<file path="src/pkg/utf_pkg.sv">
// Shared constants, register map and types of the serial transmitter block.
package utf_pkg;

    ////////////////////////////////////////////////////////////////////////////
    // Register byte offsets on the AXI4-Lite slave.
    localparam int unsigned ADDR_W = 5;
    localparam logic [4:0] OFS_CSA = 5'h00;
    localparam logic [4:0] OFS_CSB = 5'h04;
    localparam logic [4:0] OFS_CSC = 5'h08;
    localparam logic [4:0] OFS_DATA = 5'h0c;
    localparam logic [4:0] OFS_BAUD = 5'h10;

    ////////////////////////////////////////////////////////////////////////////
    // Field positions.
    localparam int unsigned CSA_TXC = 6;
    localparam int unsigned CSA_UDRE = 5;
    localparam int unsigned CSA_FE = 4;
    localparam int unsigned CSA_U2X = 1;
    localparam int unsigned CSB_XCKM = 7;
    localparam int unsigned CSB_TXCIE = 6;
    localparam int unsigned CSB_UDRIE = 5;
    localparam int unsigned CSB_TXON = 3;
    localparam int unsigned CSB_NINTH_TX_BIT = 0;
    localparam int unsigned CSC_POL = 7;
    localparam int unsigned CSC_SYNC = 6;
    localparam int unsigned CSC_PM = 4;
    localparam int unsigned CSC_SB = 3;
    localparam int unsigned CSC_CS = 0;
    localparam int unsigned BAUD_W = 12;

    ////////////////////////////////////////////////////////////////////////////
    // Reset values and encodings.
    localparam logic [2:0] CS_RST = 3'h3;
    localparam logic [11:0] BAUD_RST = 12'h000;
    localparam logic [2:0] CS_NINE = 3'h7;
    localparam logic [1:0] PM_ODD = 2'h3;
    localparam logic [1:0] RESP_OKAY = 2'h0;
    localparam logic [1:0] RESP_SLVERR = 2'h2;

    ////////////////////////////////////////////////////////////////////////////
    // Baud ticks per bit, minus one: normal, double speed, synchronous master.
    localparam logic [3:0] DIV_NORMAL = 4'hf;
    localparam logic [3:0] DIV_DOUBLE = 4'h7;
    localparam logic [3:0] DIV_SYNC = 4'h1;

    // Longest frame: start, nine data, parity, two stops.
    localparam int unsigned FRAME_W = 13;

    // Transmit shifter states.
    typedef enum logic [0:0] {TX_IDLE, TX_SHIFT} utf_tx_state_t;

    // Frame format shared by transmitter and receiver.
    typedef struct packed {
        logic clk_polarity;
        logic sync_mode;
        logic [1:0] parity_mode_select;
        logic stop_bits_select;
        logic [2:0] char_size_select;
    } utf_fmt_t;

    // A fully built frame, bit 0 goes out first.
    typedef struct packed {
        logic [3:0] len;
        logic [FRAME_W-1:0] bits;
    } utf_frame_t;

endpackage

</file>
<file path="src/core/utf_transmitter.sv">
// Serial transmitter with frame format, AXI4-Lite registers and clock pins.
`timescale 1ns/1ps
`default_nettype none

module utf_transmitter #(
    parameter int unsigned ADDR_W = utf_pkg::ADDR_W,
    parameter int unsigned BAUD_W = utf_pkg::BAUD_W
) (
    // Clock and reset.
    input wire logic aclk,
    input wire logic aresetn,
    // AXI4-Lite write address and data.
    input wire logic s_axi_awvalid,
    output logic s_axi_awready,
    input wire logic [ADDR_W-1:0] s_axi_awaddr,
    input wire logic s_axi_wvalid,
    output logic s_axi_wready,
    input wire logic [31:0] s_axi_wdata,
    input wire logic [3:0] s_axi_wstrb,
    // AXI4-Lite write response.
    output logic s_axi_bvalid,
    input wire logic s_axi_bready,
    output logic [1:0] s_axi_bresp,
    // AXI4-Lite read.
    input wire logic s_axi_arvalid,
    output logic s_axi_arready,
    input wire logic [ADDR_W-1:0] s_axi_araddr,
    output logic s_axi_rvalid,
    input wire logic s_axi_rready,
    output logic [31:0] s_axi_rdata,
    output logic [1:0] s_axi_rresp,
    // Serial output pin.
    output logic serial_out_pin_o,
    output logic serial_out_pin_oe,
    // Transfer clock pin.
    input wire logic transfer_clock_pin_i,
    output logic transfer_clock_pin_o,
    output logic transfer_clock_pin_oe,
    // Interrupt requests and acknowledge.
    output logic udre_irq_req,
    output logic txc_irq_req,
    input wire logic txc_irq_ack,
    // Shared format and receiver stop-bit report.
    output utf_pkg::utf_fmt_t fmt_o,
    input wire logic rx_stop_valid,
    input wire logic rx_first_stop
);

    ////////////////////////////////////////////////////////////////////////////
    // Whole module state.
    typedef struct packed {
        logic aw_held;
        logic [ADDR_W-1:0] aw_addr;
        logic w_held;
        logic [31:0] w_data;
        logic [3:0] w_strb;
        logic awready;
        logic wready;
        logic bvalid;
        logic [1:0] bresp;
        logic arready;
        logic rvalid;
        logic [1:0] rresp;
        logic [31:0] rdata;
        logic double_speed;
        logic clock_master;
        logic txc_ie;
        logic udre_ie;
        logic transmitter_on;
        logic ninth_tx_bit;
        utf_pkg::utf_fmt_t fmt;
        logic [BAUD_W-1:0] baud_divisor;
        logic baud_reload;
        logic buf_full;
        logic [8:0] buf_data;
        utf_pkg::utf_tx_state_t state;
        logic [utf_pkg::FRAME_W-1:0] shreg;
        logic [3:0] bits_left;
        logic tx_out;
        logic pin_oe;
        logic tx_complete_flag;
        logic udre_irq;
        logic txc_irq;
        logic [3:0] presc;
        logic xck_out;
        logic xck_oe;
        logic xck_prev;
        logic frame_error_flag;
    } utf_tx_regs_t;

    utf_tx_regs_t st_ff; // Registered state.
    utf_tx_regs_t nxt_st; // Next state.
    logic baud_tick; // One tick per baud counter underflow.

    ////////////////////////////////////////////////////////////////////////////
    // Data bits per character; reserved codes fall back to eight.
    function automatic logic [3:0] data_bits(input logic [2:0] cs);
        case (cs)
            3'h0: data_bits = 4'h5;
            3'h1: data_bits = 4'h6;
            3'h2: data_bits = 4'h7;
            utf_pkg::CS_NINE: data_bits = 4'h9;
            default: data_bits = 4'h8;
        endcase
    endfunction

    // Builds the frame: ones everywhere, then start, data and parity on top,
    // so unused upper positions are stop bits or never shifted.
    function automatic utf_pkg::utf_frame_t build_frame(input logic [8:0] d,
                                                        input utf_pkg::utf_fmt_t f);
        utf_pkg::utf_frame_t fr;
        logic [3:0] n;
        logic par;
        logic pen;
        fr.bits = '1;
        fr.bits[0] = 1'b0;
        n = data_bits(f.char_size_select);
        pen = f.parity_mode_select[1];
        par = (f.parity_mode_select == utf_pkg::PM_ODD);
        for (int i = 0; i < 9; i++) begin
            if (i < int'(n)) begin
                fr.bits[i+1] = d[i];
                par = par ^ d[i];
            end
        end
        if (pen) begin
            fr.bits[4'(n + 4'h1)] = par;
        end
        fr.len = 4'(n + 4'h2 + {3'h0, pen} + {3'h0, f.stop_bits_select});
        return fr;
    endfunction

    ////////////////////////////////////////////////////////////////////////////
    // Baud rate generator.
    utf_baud_gen #(
        .BAUD_W(BAUD_W)
    ) u_baud (
        .aclk(aclk),
        .aresetn(aresetn),
        .baud_divisor(st_ff.baud_divisor),
        .reload(st_ff.baud_reload),
        .tick(baud_tick)
    );

    ////////////////////////////////////////////////////////////////////////////
    // Next-state logic: bus slave, registers, bit timing and shifter.
    always_comb begin
        logic active;
        logic strobe;
        logic do_load;
        logic sync_master;
        logic [3:0] div;
        logic [31:0] rd;
        logic rd_ok;
        utf_pkg::utf_frame_t fr;
        active = 1'b0;
        strobe = 1'b0;
        do_load = 1'b0;
        sync_master = 1'b0;
        div = utf_pkg::DIV_NORMAL;
        rd = 32'h0000_0000;
        rd_ok = 1'b1;
        fr = build_frame(st_ff.buf_data, st_ff.fmt);
        nxt_st = st_ff;
        nxt_st.baud_reload = 1'b0;

        // Write address and data are taken independently, in either order.
        if (s_axi_awvalid && st_ff.awready) begin
            nxt_st.aw_held = 1'b1;
            nxt_st.aw_addr = s_axi_awaddr;
        end
        if (s_axi_wvalid && st_ff.wready) begin
            nxt_st.w_held = 1'b1;
            nxt_st.w_data = s_axi_wdata;
            nxt_st.w_strb = s_axi_wstrb;
        end

        // Complete flag clears by acknowledge before any set below wins.
        if (txc_irq_ack) begin
            nxt_st.tx_complete_flag = 1'b0;
        end

        // Perform a write once both halves are held.
        if (st_ff.aw_held && st_ff.w_held && !st_ff.bvalid) begin
            nxt_st.aw_held = 1'b0;
            nxt_st.w_held = 1'b0;
            nxt_st.bvalid = 1'b1;
            nxt_st.bresp = utf_pkg::RESP_OKAY;
            case (st_ff.aw_addr)
                utf_pkg::OFS_CSA: begin
                    // The empty flag position is read-only here.
                    if (st_ff.w_strb[0]) begin
                        nxt_st.double_speed = st_ff.w_data[utf_pkg::CSA_U2X];
                        if (st_ff.w_data[utf_pkg::CSA_TXC]) begin
                            nxt_st.tx_complete_flag = 1'b0;
                        end
                    end
                end
                utf_pkg::OFS_CSB: begin
                    if (st_ff.w_strb[0]) begin
                        nxt_st.clock_master = st_ff.w_data[utf_pkg::CSB_XCKM];
                        nxt_st.txc_ie = st_ff.w_data[utf_pkg::CSB_TXCIE];
                        nxt_st.udre_ie = st_ff.w_data[utf_pkg::CSB_UDRIE];
                        nxt_st.transmitter_on = st_ff.w_data[utf_pkg::CSB_TXON];
                        nxt_st.ninth_tx_bit = st_ff.w_data[utf_pkg::CSB_NINTH_TX_BIT];
                    end
                end
                utf_pkg::OFS_CSC: begin
                    // No guard against live changes: traffic is corrupted.
                    if (st_ff.w_strb[0]) begin
                        nxt_st.fmt = st_ff.w_data[7:0];
                    end
                end
                utf_pkg::OFS_DATA: begin
                    // A write into a full buffer is dropped, not overwritten.
                    if (st_ff.w_strb[0] && !st_ff.buf_full) begin
                        nxt_st.buf_full = 1'b1;
                        nxt_st.buf_data = {st_ff.ninth_tx_bit, st_ff.w_data[7:0]};
                    end
                end
                utf_pkg::OFS_BAUD: begin
                    if (st_ff.w_strb[0]) begin
                        nxt_st.baud_divisor[7:0] = st_ff.w_data[7:0];
                        nxt_st.baud_reload = 1'b1;
                    end
                    if (st_ff.w_strb[1]) begin
                        nxt_st.baud_divisor[BAUD_W-1:8] = st_ff.w_data[BAUD_W-1:8];
                    end
                end
                default: begin
                    nxt_st.bresp = utf_pkg::RESP_SLVERR;
                end
            endcase
        end
        if (st_ff.bvalid && s_axi_bready) begin
            nxt_st.bvalid = 1'b0;
        end
        nxt_st.awready = !nxt_st.aw_held && !nxt_st.bvalid;
        nxt_st.wready = !nxt_st.w_held && !nxt_st.bvalid;

        // Read mux; unmapped addresses answer with an error and zero data.
        case (s_axi_araddr)
            utf_pkg::OFS_CSA: begin
                rd[utf_pkg::CSA_TXC] = st_ff.tx_complete_flag;
                rd[utf_pkg::CSA_UDRE] = !st_ff.buf_full;
                rd[utf_pkg::CSA_FE] = st_ff.frame_error_flag;
                rd[utf_pkg::CSA_U2X] = st_ff.double_speed;
            end
            utf_pkg::OFS_CSB: begin
                rd[utf_pkg::CSB_XCKM] = st_ff.clock_master;
                rd[utf_pkg::CSB_TXCIE] = st_ff.txc_ie;
                rd[utf_pkg::CSB_UDRIE] = st_ff.udre_ie;
                rd[utf_pkg::CSB_TXON] = st_ff.transmitter_on;
                rd[utf_pkg::CSB_NINTH_TX_BIT] = st_ff.ninth_tx_bit;
            end
            utf_pkg::OFS_CSC: rd[7:0] = st_ff.fmt;
            utf_pkg::OFS_DATA: rd = 32'h0000_0000;
            utf_pkg::OFS_BAUD: rd[BAUD_W-1:0] = st_ff.baud_divisor;
            default: rd_ok = 1'b0;
        endcase
        if (s_axi_arvalid && st_ff.arready) begin
            nxt_st.arready = 1'b0;
            nxt_st.rvalid = 1'b1;
            nxt_st.rdata = rd;
            nxt_st.rresp = rd_ok ? utf_pkg::RESP_OKAY : utf_pkg::RESP_SLVERR;
        end
        if (st_ff.rvalid && s_axi_rready) begin
            nxt_st.rvalid = 1'b0;
            nxt_st.arready = 1'b1;
        end
        // Ready follows the free answer slot, so it also comes up after reset.
        nxt_st.arready = !nxt_st.rvalid;

        // The transmitter stays live after disable until all data has gone.
        active = st_ff.transmitter_on || st_ff.buf_full
                 || (st_ff.state == utf_pkg::TX_SHIFT);
        sync_master = st_ff.fmt.sync_mode && st_ff.clock_master;

        // Bit strobe: divided baud ticks, own clock edges, or a peer's edge.
        nxt_st.xck_prev = transfer_clock_pin_i;
        if (!active) begin
            nxt_st.presc = 4'h0;
            nxt_st.xck_out = st_ff.fmt.clk_polarity;
        end else if (sync_master) begin
            if (baud_tick) begin
                nxt_st.xck_out = !st_ff.xck_out;
                strobe = (st_ff.xck_out == st_ff.fmt.clk_polarity);
            end
        end else if (st_ff.fmt.sync_mode) begin
            // Slave edge detect; the peer clock must stay below a quarter rate.
            strobe = (transfer_clock_pin_i != st_ff.xck_prev)
                     && (transfer_clock_pin_i != st_ff.fmt.clk_polarity);
        end else begin
            div = st_ff.double_speed ? utf_pkg::DIV_DOUBLE : utf_pkg::DIV_NORMAL;
            if (baud_tick) begin
                if (st_ff.presc >= div) begin
                    nxt_st.presc = 4'h0;
                    strobe = 1'b1;
                end else begin
                    nxt_st.presc = 4'(st_ff.presc + 4'h1);
                end
            end
        end
        if (sync_master && active) begin
            div = utf_pkg::DIV_SYNC;
        end
        nxt_st.xck_oe = sync_master && active;

        // Shifter: each strobe ends the current bit period.
        if (strobe && active) begin
            case (st_ff.state)
                utf_pkg::TX_IDLE: begin
                    do_load = st_ff.buf_full;
                end
                utf_pkg::TX_SHIFT: begin
                    if (st_ff.bits_left == 4'h0) begin
                        if (st_ff.buf_full) begin
                            do_load = 1'b1;
                        end else begin
                            nxt_st.state = utf_pkg::TX_IDLE;
                            nxt_st.tx_out = 1'b1;
                            nxt_st.tx_complete_flag = 1'b1;
                        end
                    end else begin
                        nxt_st.tx_out = st_ff.shreg[0];
                        nxt_st.shreg = {1'b1, st_ff.shreg[utf_pkg::FRAME_W-1:1]};
                        nxt_st.bits_left = st_ff.bits_left - 4'h1;
                    end
                end
                default: begin
                    nxt_st.state = utf_pkg::TX_IDLE;
                end
            endcase
        end
        if (do_load) begin
            nxt_st.state = utf_pkg::TX_SHIFT;
            nxt_st.tx_out = fr.bits[0];
            nxt_st.shreg = {1'b1, fr.bits[utf_pkg::FRAME_W-1:1]};
            nxt_st.bits_left = fr.len - 4'h1;
            nxt_st.buf_full = 1'b0;
        end
        if (!active) begin
            nxt_st.tx_out = 1'b1;
        end
        nxt_st.pin_oe = nxt_st.transmitter_on || nxt_st.buf_full
                        || (nxt_st.state == utf_pkg::TX_SHIFT);

        // Receiver report: only the first stop bit decides the error flag.
        if (rx_stop_valid) begin
            nxt_st.frame_error_flag = !rx_first_stop;
        end

        // Interrupt requests follow the flags and their enables.
        nxt_st.udre_irq = nxt_st.udre_ie && !nxt_st.buf_full;
        nxt_st.txc_irq = nxt_st.txc_ie && nxt_st.tx_complete_flag;
    end

    ////////////////////////////////////////////////////////////////////////////
    // State register with synchronous reset.
    always_ff @(posedge aclk) begin
        if (!aresetn) begin
            st_ff <= '0;
            st_ff.fmt.char_size_select <= utf_pkg::CS_RST;
            st_ff.baud_divisor <= utf_pkg::BAUD_RST;
            st_ff.tx_out <= 1'b1;
            st_ff.xck_prev <= 1'b0;
        end else begin
            st_ff <= nxt_st;
        end
    end

    ////////////////////////////////////////////////////////////////////////////
    // Outputs straight from the state register.
    assign s_axi_awready = st_ff.awready;
    assign s_axi_wready = st_ff.wready;
    assign s_axi_bvalid = st_ff.bvalid;
    assign s_axi_bresp = st_ff.bresp;
    assign s_axi_arready = st_ff.arready;
    assign s_axi_rvalid = st_ff.rvalid;
    assign s_axi_rdata = st_ff.rdata;
    assign s_axi_rresp = st_ff.rresp;
    assign serial_out_pin_o = st_ff.tx_out;
    assign serial_out_pin_oe = st_ff.pin_oe;
    assign transfer_clock_pin_o = st_ff.xck_out;
    assign transfer_clock_pin_oe = st_ff.xck_oe;
    assign udre_irq_req = st_ff.udre_irq;
    assign txc_irq_req = st_ff.txc_irq;
    assign fmt_o = st_ff.fmt;

endmodule

`default_nettype wire

</file>
<file path="src/core/utf_baud_gen.sv">
// Baud rate down-counter producing one tick each time it reaches zero.
`timescale 1ns/1ps
`default_nettype none

module utf_baud_gen #(
    parameter int unsigned BAUD_W = 12
) (
    // Clock and reset.
    input wire logic aclk,
    input wire logic aresetn,
    // Divisor and reload request.
    input wire logic [BAUD_W-1:0] baud_divisor,
    input wire logic reload,
    // One-cycle tick.
    output logic tick
);

    // Counter state and registered tick.
    typedef struct packed {
        logic [BAUD_W-1:0] cnt;
        logic tick;
    } utf_baud_state_t;

    utf_baud_state_t st_ff; // Registered state.
    utf_baud_state_t nxt_st; // Next state.

    // A write of the low divisor byte restarts the count so the new rate
    // starts cleanly instead of finishing the old period first.
    always_comb begin
        nxt_st = st_ff;
        nxt_st.tick = 1'b0;
        if (reload) begin
            nxt_st.cnt = baud_divisor;
        end else if (st_ff.cnt == '0) begin
            nxt_st.cnt = baud_divisor;
            nxt_st.tick = 1'b1;
        end else begin
            nxt_st.cnt = st_ff.cnt - 1'b1;
        end
    end

    // State register with synchronous reset.
    always_ff @(posedge aclk) begin
        if (!aresetn) begin
            st_ff <= '0;
        end else begin
            st_ff <= nxt_st;
        end
    end

    assign tick = st_ff.tick;

endmodule

`default_nettype wire

</file>
<file path="config.mk">
export PLATFORM = sky130hd
export DESIGN_NAME = utf_transmitter
export DESIGN_NICKNAME = d
export VERILOG_FILES = /design/src/pkg/utf_pkg.sv /design/src/core/utf_transmitter.sv /design/src/core/utf_baud_gen.sv
export SDC_FILE = /design/constraint.sdc
export NUM_CORES = 1
export LEC_CHECK = 0
export BUFFER_PORTS_ARGS = -buffer_cell sky130_fd_sc_hd__buf_4
export CAP_MARGIN = 30
export CORE_ASPECT_RATIO = 2
export CORE_MARGIN = 5
export CORE_UTILIZATION = 45
export DETAILED_ROUTE_END_ITERATION = 8
export MAX_ROUTING_LAYER = met4
export PLACE_DENSITY_LB_ADDON = 0.2
export SYNTH_ARGS = -nofsm -noshare
export SYNTH_HDL_FRONTEND = slang
export SYNTH_SLANG_ARGS = --single-unit
</file>
<file path="constraint.sdc">
create_clock -name aclk -period 3.49 [get_ports aclk]
set_input_delay 0.8725 -clock aclk [delete_from_list [all_inputs] [get_ports aclk]]
set_output_delay 0.8725 -clock aclk [all_outputs]
set_load 0.05 [all_outputs]
</file>
Word level (Yosys, flattened, before mapping)
Cells that the tools add are included.

storage, ports and cells
  register bits = 145
  bits in latches = 0
  RAM bits = 0
  memory bits (read-only) = 0
  bits of input ports = 57
  output and inout port bits = 55
  memories kept = 0

cells by class
  $add $sub $neg = 8
  $mul = 0
  div/mod/pow operators = 0
  $lt $le $gt $ge = 12
  equal/unequal tests = 19
  shift operators = 0
  mux-type cells = 87
  bitwise logic cells = 13
  reduce and logical (&&, ||, !) cells = 52

operators by type and width
  cell                   number
  $mux 35                2
  $mux 19                3
  $mux 1                 50
  $mux 37                1
  $reduce_and 3->1       10
  $mux 13                2
  $mux 12                2
  $mux 4                 6
  $eq 5x4->1 const B     4
  $mux 10                2
  $logic_and 1x1->1      17
  $mux 17                1
  $lt 3x4->1 const A     4
  $mux 8                 2
  $pmux 4 s4             1
  $pmux 1 s3             5
  $bwmux 13              1
  $logic_not 12->1       1
  $sub 12x1->12 const B  1
  $eq 5x3->1 const B     2
  $eq 5x5->1 const B     2
  $logic_not 5->1        2
  $reduce_or 5->1        2
  $logic_not 1->1        9
  33 further kinds       59

Longest topological paths before layout
  word-level depth = 24
  mapped depth = 13
  depth with buffers taken out = 12

Modules after synthesis
Synthesis repeated with hierarchy kept, for this count alone.

second synthesis, totals
  cells, all modules = 659
  area, all modules = 5718.0 µm²

modules (own cells, without submodules)
  module           instances  cells an instance  area each (µm²)  sequential area each (µm²)
  utf_transmitter  1          580                5052.3           2162.1
  utf_baud_gen     1          79                 665.6            260.2

Worst setup path before layout
Ideal clock, no wire load.

  kind = reg2reg
  from = register st_ff (netlist bit fmt_o[2])
  to = register st_ff[15] in the netlist's numbering
  data arrival time = 2.335 ns
  data required time = 3.362 ns
  path slack = 1.028 ns
  cell stages (with the launch flop) = 14
  clock period less this slack = 2.462 ns
  path through = dfxtp_1 buf_2 nand3_1 o21a_1 ha_1 inv_1 ha_1 inv_1 fa_1 xnor2_1 a22oi_1 o2bb2ai_1 a221oi_1 nor2_1

on the way
  cells in the longest elaborated chain, start to end = 7

ends and longest elaborated chain
  element                             line                    source
  start, declared                     utf_transmitter.sv:91   utf_tx_regs_t st_ff;
  start signal, assigned              utf_transmitter.sv:368  st_ff <= nxt_st;
  $eq 3x3->1 (tied with other cells)  utf_transmitter.sv:98   case (cs)
  $pmux 4 s4 (*)                      utf_transmitter.sv:98
  $add 4x2->4 (*)                     utf_transmitter.sv:129  fr.len = 4'(n + 4'h2 + {3'h0, pen} + {3'h0, f.stop_bits_select});
  $add 4x1->4 (*) (2 in a row)        utf_transmitter.sv:129
  $sub 4x1->4 (*)                     utf_transmitter.sv:339  nxt_st.bits_left = fr.len - 4'h1;
  $mux 19 (*)                         utf_transmitter.sv:335  if (do_load) begin

Every way passes the cells marked *; elsewhere a longest branch is shown, timed or not.
A chain may end at the register's enable or synchronous reset.

Worst setup path after layout
  from = register st_ff (netlist bit fmt_o[0])
  to = register st_ff[15] in the netlist's numbering

Same word-level chain as after synthesis.

==> results.toml <==
[sta]
period_share = 0.812
max_slew_margin = 0.546
max_clock_freq_mhz = 353
tns_ps = 0
worstMarginPinSlew_ps = 680
skew_ps = 10.5
slew_violations = 0
hold_violations = 0
setup_viol = 0
min_period_ps = 2830
rsz0062_at_grt = "no"

[worst_setup_path]
worstPathRequired_ps = 3760
r2r-end = "st_ff[15]$_SDFFE_PN0P_"
regToRegSetupSlack_ps = 660
cp-end-kind = "register"
worstReg2RegStart = "fmt_o[0]$_SDFFE_PN1P_"
path_max_fanout = 12
worstSetupPathType = "register to register"
startpoint = "fmt_o[0]$_SDFFE_PN1P_"
slowest_delay_ps = 570
ff2ff_path_depth = 12
cp_data_arrival_time_ps = 3100
crit_slowest_cell = "dfxtp_1"
endpoint = "st_ff[15]$_SDFFE_PN0P_"
crit_path_cell_trace = "nand3_1 > o21a_1 > ha_1 > inv_1 > ha_1 > inv_1 > fa_1 > xnor2_1 > a22oi_1 > o2bb2ai_1 > a221oi_1 > nor2_1"
crit_path_start_kind = "register"

[yosys]
yosysTopAreaCellShare = 0.427
synth_area_um2 = 5670
synth_edf_count = 0
syn-mean-instance-area_um2 = 8.69
ys_warn_count = 0
ys_ff_latch = 121
synth_top_area_cell = "dfxtp_1"
synthCells = 653
ys_types = 68
synth_common_cells = "dfxtp_1, nor2_1, nand2_1"
ys_seq_area_frac = 0.427
synth.area.top_cells = "dfxtp_1, mux2i_1, nor2_1"
ys.flop_type = "dfxtp_1"
ys_async_sr_fraction = 0
yosysMostFrequentCell = "dfxtp_1"

[global_routing]
overflow = 0
grt_pass1_wl_mm = 23.5
grt_max_degree = 37
grt_pass1_vias = 4644
antenna_found_initial = 0
track_usage = 0.208

[power_and_ir_drop]
leakage_nw = 2.75
p_per_area_nw_per_um2 = 600
ir_drop_v = 0.000462

[finish]
final_area_um2 = 6690
n_fill_cell = 1183
drive_gt1_frac = 0.175
finalNetCount = 756
fin_util = 0.536
finalNonFillerCells = 854
diodes = 0
area_growth_pct = 17.9

[run]
max_cap_violations = 0

[clocking]
post_cts_buffers = 0
cts_tree = "done"
clkLatencyLatePin_ps = 410
cts_made_buffers = 17
clk_pin_slew_ps = 60
cts_hold_buf = 0
post_cts_resized = 0
clock_sinks = 121
clock-root-buffer = "clkbuf_16"
cts_buffer_depth = 2
htree_levels = 4

[placed_design]
placed_cells = 822
hpwl_mm = 10.9
gp_congestion = 0.833
dpl_cell_area_um2 = 6030
io_buffers = 67

[route]
dr.pass1.iters = 5
via_per_inst = 5.53
drt-initial-drc-count = 306
wire_per_inst_um = 17.2
drt-total-wl_mm = 14.7
drc = 0
vias = 4722
ant_nets = 0

[floorplanning]
initial_core_util = 0.455
std_cell_rows = 58
die_w_um = 89.4
ioPinCount = 112
dieHeight_um = 169
die_area_um2 = 15100
core_area_um2 = 12500

[min_path]
hold_path.class = "register to register"

[outcome]
outcome = "finished, final reports clean"
cell usage in the layout, fill, tap and decap left out, types with 6 or more instances in the layout:
cell type | Yosys | final
ha_1 | 7 | 7
and3_1 | 6 | 6
mux2i_1 | 41 | 41
buf_4 | 45 | 77
clkbuf_16 | 0 | 17
dfxtp_1 | 121 | 121
nand2_1 | 64 | 64
a211oi_1 | 10 | 10
xor2_1 | 9 | 9
inv_1 | 11 | 11
a21oi_1 | 42 | 42
o21ai_0 | 19 | 19
nor3_1 | 17 | 17
nand3_1 | 18 | 18
xnor2_1 | 11 | 11
nor2_1 | 94 | 94
conb_1 | 1 | 22
nand4_1 | 6 | 6
a31oi_1 | 7 | 7
and2_1 | 6 | 6
flip-flops by register name, indices dropped and copies added, names as in the netlist:
signal / flops
serial_out_pin_o: 1
s_axi_rvalid: 1
txc_irq_req: 1
st_ff: 75
serial_out_pin_oe: 1
transfer_clock_pin_o: 1
udre_irq_req: 1
fmt_o: 8
s_axi_wready: 1
s_axi_awready: 1
s_axi_rresp: 1
s_axi_arready: 1
s_axi_bresp: 1
u_baud.tick: 1
u_baud.st_ff: 12
s_axi_rdata: 12
s_axi_bvalid: 1
transfer_clock_pin_oe: 1
worst max-delay path: cells and delay by family, from the launching register on:
kind / cells / cell delay [ps]
AND/OR/NAND/NOR: 2 / 290
AO/OA/AOI/OAI: 4 / 730
adder cells (fa/ha/maj): 3 / 840
buffers and inverters: 2 / 120
XOR/XNOR: 1 / 160
flip-flops: 1 / 570
where the power goes:
group | switching (mW) | internal, mW | total, mW | leakage, nW
clock | 0.661 | 1.29 | 1.95 | 0.317
sequential | 0.0698 | 1.46 | 1.53 | 0.981
combinational | 0.331 | 0.200 | 0.531 | 1.45
cell families after synthesis:
logic type | after synthesis | synth area share
other | 1 | 0.000661
AO/OA/AOI/OAI | 125 | 0.149
buffers and inverters | 92 | 0.0942
flip-flops | 121 | 0.427
adder cells (fa/ha/maj) | 8 | 0.0190
multiplexers | 41 | 0.0723
AND/OR/NAND/NOR | 243 | 0.199
XOR/XNOR | 22 | 0.0390
final cells by class:
cell class | count | area [µm²] | area share
inverter | 13 | 48.8 | 0.00729
timing repair buffer | 77 | 578 | 0.0864
multi-input combinational | 461 | 2800 | 0.418
clock inverter | 14 | 219 | 0.0327
sequential | 121 | 2420 | 0.362
clock buffer | 18 | 439 | 0.0656
tap | 150 | 188 | 0.0280
stage by stage:
step	power (mW)	setup WS (ps)	hold slack, ps
after global placement	2.07	791	445
after detailed placement	2.09	710	443
after global routing	4.17	481	481
after CTS	4.04	712	457
final	4.02	658	457
after floorplan	1.97	1030	422
layer usage:
metal  vias to the layer above  part of all wire  GRT usage
li1                       2296                 -          -
met1                      2268              0.37      0.214
met3                        34             0.042     0.0482
met2                       124              0.56      0.370
met5                         -                 0          -
met4                         0             0.034     0.0843
worst min path at each step:
| stage | cells after the start | from | end |
|---|---|---|---|
| 3_5_place_dp | 1 | st_ff[41]$_SDFF_PN0_ | u_baud.tick$_SDFF_PP0_ |
| 5_1_grt | 2 | st_ff[122]$_SDFFE_PN0P_ | st_ff[122]$_SDFFE_PN0P_ |
| 4_1_cts | 1 | st_ff[41]$_SDFF_PN0_ | u_baud.tick$_SDFF_PP0_ |
| 3_3_place_gp | 2 | st_ff[122]$_SDFFE_PN0P_ | st_ff[122]$_SDFFE_PN0P_ |
| 2_1_floorplan | 1 | st_ff[41]$_SDFF_PN0_ | u_baud.tick$_SDFF_PP0_ |
| 6_report | 2 | st_ff[121]$_SDFFE_PN0P_ | st_ff[121]$_SDFFE_PN0P_ |
Note: power is estimated with default switching activity, not from simulation.
